[config.mk]
export PLATFORM = sky130hd
export DESIGN_NAME = mise_core
export DESIGN_NICKNAME = d
export VERILOG_FILES = /design/src/mise_pkg.sv /design/src/mise_bit_unit.sv /design/src/mise_core.sv
export SDC_FILE = /design/constraint.sdc
export NUM_CORES = 1
export LEC_CHECK = 0
export BUFFER_PORTS_ARGS = -buffer_cell sky130_fd_sc_hd__clkbuf_2
export CAP_MARGIN = 10
export CORE_AREA = 2 2 78 80
export CTS_CLUSTER_SIZE = 28
export DETAILED_ROUTE_END_ITERATION = 16
export DIE_AREA = 0 0 80 82
export MAX_ROUTING_LAYER = met4
export PLACE_DENSITY = 0.74
export SYNTH_ARGS = -nofsm -noshare
export SYNTH_HDL_FRONTEND = slang
export SYNTH_SLANG_ARGS = --single-unit
[constraint.sdc]
create_clock -name ref_clk_in -period 2.01 [get_ports ref_clk_in]
set_input_delay 0.201 -clock ref_clk_in [delete_from_list [all_inputs] [get_ports ref_clk_in]]
set_output_delay 0.201 -clock ref_clk_in [all_outputs]
set_load 0.05 [all_outputs]
[src/mise_pkg.sv]
// package: constants and carrier types for the instruction subset executor
package mise_pkg;
    localparam int DATA_W = 8;
    localparam int PC_W = 10;
    localparam int REG_ADDR_W = 6;
    localparam int BIT_IDX_W = 3;
    localparam int SP_W = 3;
    localparam int STACK_DEPTH = 8;
    localparam logic [7:0] ACC_RESET = 8'h00;
    localparam logic [9:0] PC_RESET = 10'h000;
    localparam logic [2:0] SP_RESET = 3'h0;
    localparam logic [7:0] TABLE_HIGH_POINTER_RESET = 8'h00;
    localparam logic ZERO_RESET = 1'b0;
    localparam int CALL_CYCLES = 2;
    localparam int TABLE_HIGH_POINTER_PC_LSB = 8;

    typedef enum logic [2:0] {
        OP_NONE,
        OP_AND_IMM,
        OP_BIT_SET,
        OP_SKIP_CLR,
        OP_SKIP_SET,
        OP_CALL_IND,
        OP_ACC_CLR
    } mise_op_e;

    typedef struct packed {
        logic valid;
        mise_op_e op;
        logic [7:0] imm;
        logic [5:0] reg_addr;
        logic [2:0] bit_idx;
    } mise_instr_s;

    typedef struct packed {
        logic we;
        logic [5:0] addr;
        logic [7:0] data;
    } mise_reg_wr_s;
endpackage : mise_pkg

[src/mise_bit_unit.sv]
// module: register bit test and bit set helper
`timescale 1ns/1ps
module mise_bit_unit #(
    parameter int DATA_W = 8
) (
    input wire logic [DATA_W-1:0] reg_val_in,
    input wire logic [2:0] bit_idx_in,
    output logic bit_out,
    output logic [DATA_W-1:0] set_val_out
);
    initial begin
        if (DATA_W != 8) $error("mise_bit_unit needs 8-bit data");
    end

    always_comb begin
        bit_out = reg_val_in[bit_idx_in];
        set_val_out = reg_val_in;
        set_val_out[bit_idx_in] = 1'b1;
    end
endmodule : mise_bit_unit

[src/mise_core.sv]
// module: executor for and-immediate, bit set, test-skip, call, clear
`timescale 1ns/1ps
////////////////////////////////////////////////////////////////////////////
// Overview of operation
// - and-immediate ANDs the accumulator with imm, updates only zero flag, one cycle.
// - bit-set forces the chosen bit of register 0..63 to one, no flags, one cycle.
// - skip-if-clear discards the fetched next instruction when the bit is 0.
// - skip-if-set discards the fetched next instruction when the bit is 1.
// - indirect call pushes pc plus one onto the stack and takes two cycles.
// - indirect call loads pointer bits 1:0 into pc 9:8 and accumulator into 7:0.
// - accumulator clear writes zero and sets the zero flag, one cycle.
// - the table high pointer supplies pc 9:8 of the call target from its bits 1:0.
////////////////////////////////////////////////////////////////////////////
module mise_core #(
    parameter int STACK_DEPTH = mise_pkg::STACK_DEPTH
) (
    input wire logic ref_clk_in,
    input wire logic sys_rst_in,
    input wire mise_pkg::mise_instr_s instr_in,
    input wire logic [9:0] pc_in,
    input wire logic [7:0] reg_rd_data_in,
    input wire logic table_high_pointer_we_in,
    input wire logic [7:0] table_high_pointer_data_in,
    output logic [5:0] reg_rd_addr_out,
    output mise_pkg::mise_reg_wr_s reg_wr_out,
    output logic [7:0] accumulator_out,
    output logic zero_flag_out,
    output logic [7:0] table_high_pointer_out,
    output logic pc_load_out,
    output logic [9:0] pc_load_val_out,
    output logic flush_out,
    output logic stall_out,
    output logic push_out,
    output logic [9:0] push_data_out,
    output logic [2:0] stack_ptr_out,
    output logic [9:0] stack_top_out
);
    initial begin
        if (STACK_DEPTH < 1 || STACK_DEPTH > 8)
            $error("stack depth must be 1 to 8");
    end

    // widths below are wired into the port list and the datapath
    initial begin
        if (mise_pkg::DATA_W != 8) begin
            $error("data width must be 8");
        end
        if (mise_pkg::PC_W != 10) begin
            $error("program counter width must be 10");
        end
        if (mise_pkg::REG_ADDR_W != 6) begin
            $error("register address width must be 6");
        end
        if (mise_pkg::BIT_IDX_W != 3) begin
            $error("bit index width must be 3");
        end
        if (mise_pkg::SP_W != 3) begin
            $error("stack pointer width must be 3");
        end
        if (mise_pkg::TABLE_HIGH_POINTER_PC_LSB + 2 != mise_pkg::PC_W) begin
            $error("pointer bits must land on the top of the pc");
        end
        if (mise_pkg::CALL_CYCLES != 2) begin
            $error("call sequencing assumes two cycles");
        end
    end

    ////////////////////////////////////////////////////////////////////////
    typedef struct packed {
        logic [7:0] acc;
        logic zero;
        logic [7:0] table_high_pointer;
        logic [5:0] rd_addr;
        mise_pkg::mise_reg_wr_s wr;
        logic pc_load;
        logic [9:0] pc_val;
        logic flush;
        logic stall;
        logic call_busy;
        logic push;
        logic [9:0] push_data;
        logic [2:0] sp;
        logic [9:0] top;
    } mise_state_s;

    mise_state_s st_q;
    mise_state_s st_d;
    logic [9:0] stack_q [STACK_DEPTH];
    logic test_bit;
    logic [7:0] set_val;
    logic [7:0] and_res;

    mise_bit_unit #(.DATA_W(8)) u_bit (
        .reg_val_in(reg_rd_data_in),
        .bit_idx_in(instr_in.bit_idx),
        .bit_out(test_bit),
        .set_val_out(set_val)
    );

    function automatic logic is_op(mise_pkg::mise_instr_s i,
                                   mise_pkg::mise_op_e o);
        is_op = i.valid && i.op == o;
    endfunction : is_op

    assign and_res = st_q.acc & instr_in.imm;

    ////////////////////////////////////////////////////////////////////////
    always_comb begin
        st_d = st_q;
        st_d.rd_addr = instr_in.reg_addr;
        st_d.wr = '0;
        st_d.pc_load = 1'b0;
        st_d.flush = 1'b0;
        st_d.stall = 1'b0;
        st_d.push = 1'b0;
        st_d.call_busy = 1'b0;
        if (table_high_pointer_we_in) begin
            st_d.table_high_pointer = table_high_pointer_data_in;
        end
        if (!st_q.call_busy) begin
            case (instr_in.valid ? instr_in.op : mise_pkg::OP_NONE)
                mise_pkg::OP_AND_IMM: begin
                    st_d.acc = and_res;
                    st_d.zero = (and_res == 8'h00);
                end
                mise_pkg::OP_BIT_SET: begin
                    st_d.wr.we = 1'b1;
                    st_d.wr.addr = instr_in.reg_addr;
                    st_d.wr.data = set_val;
                end
                mise_pkg::OP_SKIP_CLR: begin
                    st_d.flush = !test_bit;
                end
                mise_pkg::OP_SKIP_SET: begin
                    st_d.flush = test_bit;
                end
                mise_pkg::OP_CALL_IND: begin
                    st_d.push = 1'b1;
                    st_d.push_data = 10'(pc_in + 10'h001);
                    st_d.stall = 1'b1;
                    st_d.call_busy = 1'b1;
                    st_d.pc_load = 1'b1;
                    st_d.pc_val = {st_q.table_high_pointer[1:0], st_q.acc};
                    st_d.flush = 1'b1;
                    st_d.top = 10'(pc_in + 10'h001);
                    st_d.sp = 3'(st_q.sp + 3'h1);
                end
                mise_pkg::OP_ACC_CLR: begin
                    st_d.acc = 8'h00;
                    st_d.zero = 1'b1;
                end
                default: begin
                end
            endcase
        end
        if (is_op(instr_in, mise_pkg::OP_NONE)) begin
            st_d.rd_addr = st_q.rd_addr;
        end
    end

    ////////////////////////////////////////////////////////////////////////
    always_ff @(posedge ref_clk_in or posedge sys_rst_in) begin
        if (sys_rst_in) begin
            st_q <= '0;
            st_q.acc <= mise_pkg::ACC_RESET;
            st_q.zero <= mise_pkg::ZERO_RESET;
            st_q.table_high_pointer <= mise_pkg::TABLE_HIGH_POINTER_RESET;
            st_q.sp <= mise_pkg::SP_RESET;
            st_q.pc_val <= mise_pkg::PC_RESET;
            st_q.push_data <= mise_pkg::PC_RESET;
            st_q.top <= mise_pkg::PC_RESET;
        end else begin
            st_q <= st_d;
        end
    end

    ////////////////////////////////////////////////////////////////////////
    // one write enable per stack entry, pointer wraps over the depth
    genvar g;
    generate
        for (g = 0; g < STACK_DEPTH; g++) begin : g_stack
            always_ff @(posedge ref_clk_in) begin
                if (st_d.push &&
                    (3'(g) == 3'(int'(st_q.sp) % STACK_DEPTH))) begin
                    stack_q[g] <= st_d.push_data;
                end
            end
        end
    endgenerate

    ////////////////////////////////////////////////////////////////////////

    assign reg_rd_addr_out = instr_in.reg_addr;
    assign reg_wr_out = st_q.wr;
    assign accumulator_out = st_q.acc;
    assign zero_flag_out = st_q.zero;
    assign table_high_pointer_out = st_q.table_high_pointer;
    assign pc_load_out = st_q.pc_load;
    assign pc_load_val_out = st_q.pc_val;
    assign flush_out = st_q.flush;
    assign stall_out = st_q.stall;
    assign push_out = st_q.push;
    assign push_data_out = st_q.push_data;
    assign stack_ptr_out = st_q.sp;
    assign stack_top_out = st_q.top;
endmodule : mise_core

# Yosys cells after proc, flatten, opt, wreduce, memory -nomap -nowiden
# Cells that the tools add are included.
[word_totals] ff_bits=60 in_bits=50 output_inout_bits=75 wordCells=44
[classes] n_addsub=2 n_lt_le_gt_ge=2 eq_ne=6 n_mux=11 bitwise=3 reduce_logical=6
[op_table] cell="53-bit 2-to-1 mux" count=1
[op_table] cell="26-bit 2-to-1 mux" count=1
[op_table] cell="9-bit case mux with 2 select lines" count=1
[op_table] cell="15-bit 2-to-1 mux" count=1
[op_table] cell="11-bit 2-to-1 mux" count=1
[op_table] cell="10-bit by 1-bit adder with 10-bit output, second input constant" count=1
[op_table] cell="3-bit equality test, second input constant" count=3
[op_table] cell="8-bit AND" count=1
[op_table] cell="8-bit logical NOT" count=1
[op_table] cell="8-bit OR" count=1
[op_table] cell="3-bit by 2-bit equality test with 1-bit output, second input constant" count=2
[op_table] cell="3-bit by 4-bit less-than comparator with 1-bit output, second input constant" count=1
[op_table] cell="2-bit AND reduction" count=2
[op_table] cell="3-bit by 1-bit adder with 3-bit output, second input constant" count=1
[op_table] cell="1-bit binary-select mux with 3-bit select" count=1
[op_table] cell="1-bit demux with 3-bit select" count=1
[op_table] cell="3-bit by 1-bit equality test with 1-bit output, second input constant" count=1
[op_table] cell="3-bit by 1-bit >= comparator with 1-bit output, second input constant" count=1
[op_table] cell="3-bit 2-to-1 mux" count=1
[op_table] cell="1-bit case mux with 3 select lines" count=1
[op_table] cell="1-bit 2-to-1 mux" count=2
[op_table] cell="2-bit nonzero test" count=1
[op_table] cell="1-bit logical AND" count=1
[op_table] cell="1-bit logical NOT" count=1
[op_table] cell="1-bit NOT" count=1

# Logic depth before layout (Yosys ltp)
# Gate-level depths: netlist of run 1.
[logic_depth] ltp_word=7 depth_mapped=5 depth_no_buf=5

# Hierarchy
# A second synthesis of run 1 with hierarchy kept.
[unflattened] cells_unflattened=228 area_unflattened_um2=2586.2
[by_module_without_submodules] mod="mise_core" instances=1 cells_each=205 area_per_inst_um2=2419.8 seq_area_each_um2=1426.4
[by_module_without_submodules] mod="mise_bit_unit" instances=1 cells_each=23 area_per_inst_um2=166.4 seq_area_each_um2=0.0

# Worst setup path before layout of run 1
# No wires, ideal clock.
[synth_timing] path_type="reg-to-reg" startpoint="reg st_q[24] (netlist name)" endpoint="reg st_q (netlist bit zero_flag_out)" setup_ns=0.125 arrival_time_ns=1.612 t_required_ns=1.885 slack_ns=0.273 stages_incl_launch_ff=4 path_buffers=0 synth_period_minus_slack_ns=1.737 path_cell_list="dfrtp_1 or2b_2 nor2_1 mux2_2"
[synth_via] elab_chain_len=2
[synth_lines] item="start, declared" line="mise_core.sv:86" source="mise_state_s st_q;"
[synth_lines] item="start signal, assigned" line="mise_core.sv:173" source="st_q <= st_d;"
[synth_lines] item="1-bit NOT (no line)"
[synth_lines] item="2-bit AND reduction (no line)"
# Every way passes these cells.
# A chain may end at the register's enable or synchronous reset.

==> results_dict.tcl, run 1 <==
set metrics [dict create \
    cts-root-buf "clkbuf_8" \
    core_area_sq_mm 0.00575 \
    synthTopCellsByCount "57 x dfrtp_1, 33 x nand2_1, 18 x buf_4" \
    htreeDepth 3 \
    cts_hold_buf 1 \
    drtIter0Drc 56 \
    cts_tree "done" \
    drc 0 \
    via_per_inst 4.80 \
    reg2reg_to "reg_wr_out[13]$_DFF_PP0_" \
    cellLeakagePower_nw 1.80 \
    combPwrFrac_pct 30.0 \
    met1_usage_pct 20.5 \
    maxCapViolations 0 \
    ys_seq_area_share_pct 56.6 \
    die_w_um 80 \
    layout-drive-gt1-share_pct 47.7 \
    maxSlewHeadroom_pct 76.2 \
    swShare_pct 38.4 \
    routabilityCongestion 0.853 \
    dp_hpwl_um 3930 \
    r2r_cells 4 \
    syn_inst 222 \
    first_global_vias 1877 \
    synth_edf_count 0 \
    grt_overflow_total 0 \
    critPathRequiredTime_ns 2.27 \
    yosysTopAreaCellShare_pct 56.6 \
    synth_fp_nets 274 \
    end_kind "flip-flop" \
    reg2reg_slack_ns 0.37 \
    clk_pin_slew_ns 0.06 \
    critical_path.max_fanout 9 \
    fmax_mhz 610 \
    fp.dieH_um 82 \
    async_flop_share_pct 100 \
    intPower_w 0.00194 \
    clkLatencyLatePin_ns 0.32 \
    yosysTopAreaCell "dfrtp_1" \
    area_delta_synth_final_pct 30.2 \
    antenna_cells 0 \
    synth-seq-cells 57 \
    ys_types 30 \
    io_buffer_count 124 \
    p_sw_w 0.00121 \
    drtPass1Iterations 4 \
    grt_use_total_pct 16.9 \
    grt_util_met2_pct 26.8 \
    cts_sinks 57 \
    wirelength_um 5180 \
    clkPwrFrac_pct 28.2 \
    synth_ff_type "dfrtp_1" \
    post-route-period-util_pct 81.5 \
    fin_util_pct 57.1 \
    grt_setup_unrepaired "no" \
    hold_class "input pin to flip-flop" \
    netlist_area_sq_mm 0.00252 \
    min_to "reg_wr_out[12]$_DFF_PP0_" \
    timing.rr.start "st_q[24]$_DFF_PP0_" \
    dieArea_sq_mm 0.00656 \
    clockBufferDepth 2 \
    cp-start-kind "flip-flop" \
    cts_buffers 9 \
    rows 28 \
    yosysMostFrequentCell "dfrtp_1" \
    antenna_left 0 \
    cpMaxStageDelayCell "or3_1" \
    clock_skew_ns 0.00602 \
    period_needed_ns 1.64 \
    hold_violations 0 \
    ys_warn_count 0 \
    crit_chain "or2b_2 > or3_1 > inv_2 > and2_1" \
    initial_core_util_pct 43.9 \
    multi_input_area_sq_um 892 \
    num-fill-cells 542 \
    ys_top_cells_by_area "dfrtp_1 57%, mux2_2 7.6%, buf_4 5.4%" \
    irDropWorstVdd_v 0.000615 \
    power_density_mw_per_mm2 962 \
    register_area_sq_mm 0.00143 \
    cp.arrival_ns 1.90 \
    vias 2001 \
    max_stage_delay_ns 0.51 \
    post_drt_wl_per_cell_um 12.4 \
    status "finished clean" \
    grt_pass1_wl_um 8260 \
    seqPwrFrac_pct 41.8 \
    fin_nets 390 \
    ctsResizeCount 0 \
    ios 125 \
    grt_util_met3_pct 4.18 \
    syn_avg_cell_area_sq_um 11.4 \
    min_from "instr_in[7]" \
    grt_max_degree 58 \
    worst_pin_slew_ns 0.356 \
    maxSlewViolCount 0 \
    holdPathStages 2 \
    antenna_found_initial 0 \
    crit_type "flip-flop to flip-flop" \
    post_cts_buffers 0 \
    setup_viol 0 \
    grt_busiest_layer "met2" \
    fin_setup_tns_ns 0 \
]
## sequential cells by signal (all words and copies together) (netlist names)
| name | cells |
|---|---|
| accumulator_out | 8 |
| stack_top_out | 10 |
| table_high_pointer_out | 8 |
| reg_wr_out | 15 |
| zero_flag_out | 1 |
| flush_out | 1 |
| st_q | 1 |
| pc_load_val_out | 10 |
| stack_ptr_out | 3 |
## cells in the final DEF, fill, tap and decap left out, drive strengths merged
cell type	netlist	layout
clkinvlp	0	1
clkbuf	2	136
or3	2	2
nor2b	2	2
nor3	3	3
xor2	3	3
a22oi	5	5
dfrtp	57	57
dlygate4sd3	0	1
o21ai	9	9
mux2i	2	2
nor2	11	11
a31oi	8	8
ha	2	2
nand3	6	6
nor4	1	1
a21boi	8	8
and2	6	6
nand4	1	1
nand2b	1	1
buf	22	4
inv	9	9
mux4	2	2
mux2	17	17
nand2	33	33
clkinv	0	2
and2b	1	1
xnor2	8	8
or2b	1	1
## routing by layer
metal  routed length, um  part of all wire [%]
met5                   0                     0
met4                 101                   2.0
met3                 382                   7.4
met2                2460                    48
met1                2230                    43
## area by class of cell
type | instances | area share [%]
sequential | 57 | 43.5
multi-input combinational | 132 | 27.2
timing repair buffer | 129 | 20.5
clock buffer | 12 | 4.42
tap | 75 | 2.86
inverter | 9 | 1.03
clock inverter | 3 | 0.534
## how the worst max path moves through the flow
| stage | start | endpoint | slack, ns | depth (start not counted) |
|---|---|---|---|---|
| 3_3_place_gp | st_q[24]$_DFF_PP0_ | reg_wr_out[12]$_DFF_PP0_ | 0.46 | 4 |
| 6_report | st_q[24]$_DFF_PP0_ | reg_wr_out[13]$_DFF_PP0_ | 0.37 | 4 |
| 3_5_place_dp | st_q[24]$_DFF_PP0_ | reg_wr_out[13]$_DFF_PP0_ | 0.40 | 4 |
| 2_1_floorplan | st_q[24]$_DFF_PP0_ | zero_flag_out$_DFFE_PP0P_ | 0.27 | 3 |
| 5_1_grt | st_q[24]$_DFF_PP0_ | reg_wr_out[13]$_DFF_PP0_ | 0.25 | 4 |
| 4_1_cts | st_q[24]$_DFF_PP0_ | reg_wr_out[13]$_DFF_PP0_ | 0.38 | 4 |
## kinds of logic after synthesis
| family | share of synthesized area [%] |
|---|---|
| xor gates and xnor gates | 3.82 |
| AOI/OAI and AO/OA | 7.64 |
| adders and majority gates | 0.992 |
| and+or+nand+nor | 12.5 |
| buffers and inverters | 8.04 |
| DFF | 56.6 |
| muxes | 10.5 |
## power by group through the flow
stage | clock (W) | sequential, W | combinational [W]
floorplan | 0 | 0.00170 | 0.000410
global placement | 0 | 0.00134 | 0.000948
detailed placement | 0 | 0.00134 | 0.000955
CTS | 0.000919 | 0.00132 | 0.000958
global route | 0.000966 | 0.00133 | 0.00101
finish | 0.000889 | 0.00132 | 0.000948
## critical path: cells and delay by family, from the launching register on
family | cells | cell delay [ns]
buffers and inverters | 1 | 0.16
DFF | 1 | 0.43
and+or+nand+nor | 3 | 1.00
## through the flow
| stage | setup slack, ns | std cells | instance area, sq um | hold slack, ns | total power (W) |
|---|---|---|---|---|---|
| after floorplan | 0.273 | 222 | 2520 | 0.313 | 0.00211 |
| after global placement | 0.455 | 401 | 3110 | 0.267 | 0.00229 |
| after detailed placement | 0.399 | 401 | 3110 | 0.265 | 0.00230 |
| after CTS | 0.382 | 417 | 3280 | 0.0836 | 0.00320 |
| after global routing | 0.254 | 417 | 3280 | 0.0921 | 0.00331 |
| final | 0.372 | 417 | 3280 | 0.101 | 0.00316 |
Power figures use the tool's default switching activity.
==> run 2, diff against run 1 <==
CORE_AREA = 2 2 82 84   (was 2 2 78 80)
DIE_AREA = 0 0 84 86   (was 0 0 80 82)
PLACE_DENSITY = 0.7   (was 0.74)
clock period = 1.4 ns   (was 2.01 ns; I/O delays follow)
==> results_dict.tcl, run 2 (synthesis gave the netlist of run 1 again) <==
set metrics [dict create \
    status "finished clean" \
    hold_violations 0 \
    setup_viol 0 \
    grt_pass1_wl_um 9270 \
    maxSlewHeadroom_pct 67.3 \
    wirelength_um 5680 \
    crit_type "flip-flop to flip-flop" \
    cts_buffers 9 \
    maxSlewViolCount 0 \
    antenna_found_initial 0 \
    initial_core_util_pct 40.2 \
    cellLeakagePower_nw 1.89 \
    routabilityCongestion 0.797 \
    area_delta_synth_final_pct 36.2 \
    final_cells 429 \
    power_density_mw_per_mm2 1410 \
    fp.dieH_um 86 \
    die_w_um 84 \
    antenna_left 0 \
    via_per_inst 4.75 \
    first_global_vias 2062 \
    cp-start-kind "flip-flop" \
    clock_skew_ns 0.00765 \
    largest_register_ff_count 15 \
    fmax_mhz 742 \
    irDropWorstVdd_v 0.000791 \
    fin_nets 400 \
    antenna_cells 0 \
    grt_overflow_total 0 \
    drtPass1Iterations 4 \
    layout-drive-gt1-share_pct 50.3 \
    critPathRequiredTime_ns 1.61 \
    cts_tree "done" \
    hold_class "input pin to flip-flop" \
    fin_setup_tns_ns 0 \
    post-route-period-util_pct 96.3 \
    clockBufferDepth 2 \
    rows 29 \
    dieArea_sq_mm 0.00722 \
    clk_pin_slew_ns 0.07 \
    dp.cells 413 \
    grt_use_total_pct 16.9 \
    layout_common_cells "124 x clkbuf_2, 56 x dfrtp_1, 33 x nand2_1" \
    critical_path.max_fanout 3 \
    end_kind "flip-flop" \
    worst_pin_slew_ns 0.489 \
    cts-root-buf "clkbuf_8" \
    htreeDepth 3 \
    drtIter0Drc 65 \
    post_cts_buffers 0 \
    post_drt_wl_per_cell_um 13.2 \
    clkLatencyLatePin_ns 0.33 \
    vias 2036 \
    maxCapViolations 0 \
    cts_sinks 57 \
    cp.arrival_ns 1.56 \
    dp_hpwl_um 4290 \
    period_needed_ns 1.35 \
    final_common_cell "clkbuf_2" \
    ios 125 \
    drc 0 \
    core_area_sq_mm 0.00628 \
    grt_max_degree 26 \
    io_buffer_count 124 \
]
==> run 2: metal layers <==
| layer | up-vias | global-route usage, % | wire length (um) |
|---|---|---|---|
| met3 | 15 | 3.95 | 360 |
| met2 | 78 | 27.6 | 2820 |
| li1 | 982 | - | - |
| met1 | 961 | 19.3 | 2370 |
| met5 | - | - | 0 |
| met4 | 0 | 9.68 | 132 |
==> run 2: final timing paths <==
kind                                                     end  slack (ns)  depth (start not counted)                         start
worst max-delay path               zero_flag_out$_DFFE_PP0P_        0.05                          4            st_q[24]$_DFF_PP0_
min in group asynchronous       stack_top_out[2]$_DFFE_PP0P_        0.38                          3                    sys_rst_in
worst max register to register     zero_flag_out$_DFFE_PP0P_        0.05                          4            st_q[24]$_DFF_PP0_
worst min register to register  stack_ptr_out[2]$_DFFE_PP0P_        0.49                          1  stack_ptr_out[2]$_DFFE_PP0P_
max in group asynchronous            reg_wr_out[2]$_DFF_PP0_        0.49                          4                    sys_rst_in
worst min-delay path                reg_wr_out[10]$_DFF_PP0_        0.03                          2                   instr_in[5]
==> run 2: area by class of cell <==
cell class | count | area [sq um]
Fill cell | 584 | 2840
Clock inverter | 3 | 40.0
Multi-Input combinational cell | 132 | 911
Tap cell | 77 | 96.3
Sequential cell | 57 | 1430
Clock buffer | 12 | 155
Timing Repair Buffer | 139 | 764
Inverter | 9 | 40.0
==> run 2: per-stage QoR <==
step	hold slack (ns)	cell area, sq um	worst slack [ns]	util [%]	power [W]
3_5_place_dp	0.184	3210	-0.0578	51.2	0.00332
6_report	0.0303	3430	0.0522	54.7	0.00484
4_1_cts	0.0158	3430	0.00707	54.6	0.00489
2_1_floorplan	0.227	2540	-0.128	-	0.00303
5_1_grt	0.0185	3430	-0.00620	54.7	0.00505
3_3_place_gp	0.186	3210	-0.0308	51.2	0.00330
==> run 2: power by group <==
part | total (W) | switching [W] | leakage (nW) | internal, W
Combinational | 0.00139 | 0.00105 | 1.04 | 0.000343
Clock | 0.00155 | 0.000644 | 0.102 | 0.000904
Sequential | 0.00190 | 0.000103 | 0.748 | 0.00179
==> run 2: what timing repair did <==
item,4_1_cts,5_1_grt
endpoints found under the setup margin,9,9
resized for setup,2,2
hold buffers,1,0
pin swaps,0,1
endpoints found under the hold margin,19,0
==> run 2: worst max-delay path, stage by stage, from the launching register on <==
cell     delay [ns]
dfrtp_2        0.41
or2b_4         0.25
buf_4          0.15
nor2_4         0.12
mux2_4         0.30
==> run 3, diff against run 2 <==
CORE_AREA = 2 2 114 61   (was 2 2 82 84)
DIE_AREA = 0 0 116 63   (was 0 0 84 86)
==> results_dict.tcl, run 3 (synthesis gave the netlist of run 1 again) <==
set metrics [dict create \
    fp.dieH_um 63 \
    grt_use_total_pct 16.8 \
    antenna_found_initial 0 \
    cp-start-kind "flip-flop" \
    cts_sinks 57 \
    grt_setup_unrepaired "no" \
    critPathBufInv 1 \
    layout-drive-gt1-share_pct 50.7 \
    met1_usage_pct 22.6 \
    design_area_sq_mm 0.00357 \
    clk_pin_slew_ns 0.05 \
    grt_pass1_wl_um 9180 \
    area_delta_synth_final_pct 41.7 \
    drtPass1Iterations 4 \
    cts-root-buf "clkbuf_16" \
    clock_skew_ns 0.00260 \
    core_area_sq_mm 0.00636 \
    ios 125 \
    fin_util_pct 56.2 \
    cellLeakagePower_nw 1.93 \
    drtIter0Drc 88 \
    grt_util_met2_pct 23.2 \
    hold_violations 0 \
    irDropWorstVdd_v 0.00111 \
    grt_max_degree 58 \
    fin_nets 396 \
    drc 0 \
    post_drt_wl_per_cell_um 12.9 \
    maxCapViolations 0 \
    die_w_um 116 \
    largest_register_ff_count 15 \
    dpl-instance-area_sq_mm 0.00319 \
    post-route-period-util_pct 97.6 \
    crit_chain "or2b_4 > buf_4 > nor2_4 > mux2_2" \
    antenna_left 0 \
    maxSlewHeadroom_pct 74.4 \
    initial_core_util_pct 39.6 \
    grt_overflow_total 0 \
    hold_class "input pin to flip-flop" \
    cp.arrival_ns 1.56 \
    critPathRequiredTime_ns 1.59 \
    dp_hpwl_um 4090 \
    worst_pin_slew_ns 0.380 \
    status "finished clean" \
    grt_busiest_layer "met2" \
    layout_common_cells "124 x clkbuf_2, 56 x dfrtp_1, 33 x nand2_1" \
    clkLatencyLatePin_ns 0.31 \
    cts_buffers 9 \
    dieArea_sq_mm 0.00731 \
    setup_viol 0 \
    period_needed_ns 1.37 \
    max_stage_delay_ns 0.40 \
    htreeDepth 3 \
    final_common_cell "clkbuf_2" \
    rows 21 \
    cts_tree "done" \
    maxSlewViolCount 0 \
    antenna_cells 0 \
    routabilityCongestion 0.836 \
    first_global_vias 1950 \
    crit_type "flip-flop to flip-flop" \
    wirelength_um 5690 \
    path_delay_family "flip-flops" \
    vias 1977 \
    end_kind "flip-flop" \
    via_per_inst 4.48 \
    cpMaxStageDelayCell "dfrtp_2" \
    fmax_mhz 732 \
    io_buffer_count 124 \
    clockBufferDepth 2 \
    grt_util_met3_pct 7.27 \
    power_density_mw_per_mm2 1490 \
    critical_path.max_fanout 2 \
]
-- run 3: power breakdown --
group          internal [W]  leakage, nW  total (W)  switching [W]
clock network       0.00138        0.149    0.00204       0.000659
logic              0.000344         1.04    0.00140        0.00105
registers           0.00180        0.748    0.00190       0.000104
total               0.00352         1.93    0.00534        0.00182
-- run 3: worst register-to-register path, stage by stage, from the launching register on --
cell and delay [ns]:
dfrtp_2 0.40, or2b_4 0.25, buf_4 0.15, nor2_4 0.11, mux2_2 0.33
-- run 3: final cells by class --
cell class,instances,area (sq um)
fillers,570,2790
flip-flops and latches,57,1430
multi-input cells,132,927
repair buffers,135,769
clock buffers,14,284
well taps,92,115
inverters,9,40.0
clock inverters,2,10.0
-- run 3: path summary, 6_finish.rpt --
path	end	slack (ns)	depth (start not counted)	from
min	reg_wr_out[11]$_DFF_PP0_	0.06	2	instr_in[6]
max	zero_flag_out$_DFFE_PP0P_	0.03	4	st_q[24]$_DFF_PP0_
min in group asynchronous	reg_wr_out[11]$_DFF_PP0_	0.45	4	sys_rst_in
max reg2reg	zero_flag_out$_DFFE_PP0P_	0.03	4	st_q[24]$_DFF_PP0_
max in group asynchronous	pc_load_val_out[6]$_DFFE_PP0P_	0.69	4	sys_rst_in
min reg2reg	pc_load_val_out[9]$_DFFE_PP0P_	0.47	2	pc_load_val_out[9]$_DFFE_PP0P_
-- run 3: what timing repair did --
| action | in CTS | in global routing |
|---|---|---|
| gates resized for setup | 1 | 7 |
| gates cloned | 0 | 2 |
| buffers inserted | 0 | 0 |
| pin swaps | 0 | 2 |
| hold buffers | 1 | 0 |
| hold endpoints to repair | 57 | 0 |
| setup endpoints to repair | 7 | 17 |
-- run 3: layer usage --
layer / vias up / part of all wire (%)
li1: 987 / -
met1: 901 / 48
met2: 84 / 42
met3: 5 / 9.6
met4: 0 / 0.70
met5: - / 0
-- run 3: per-stage QoR --
step / hold slack [ns] / power [W] / worst slack [ns] / instances / setup TNS, ns
2_1_floorplan: 0.227 / 0.00303 / -0.128 / 222 / -1.21
3_3_place_gp: 0.228 / 0.00330 / -0.0336 / 422 / -0.208
3_5_place_dp: 0.235 / 0.00332 / -0.0681 / 422 / -0.396
4_1_cts: 0.0434 / 0.00540 / 0.0146 / 439 / 0
5_1_grt: 0.0461 / 0.00561 / 0.0105 / 441 / 0
6_report: 0.0562 / 0.00534 / 0.0333 / 441 / 0
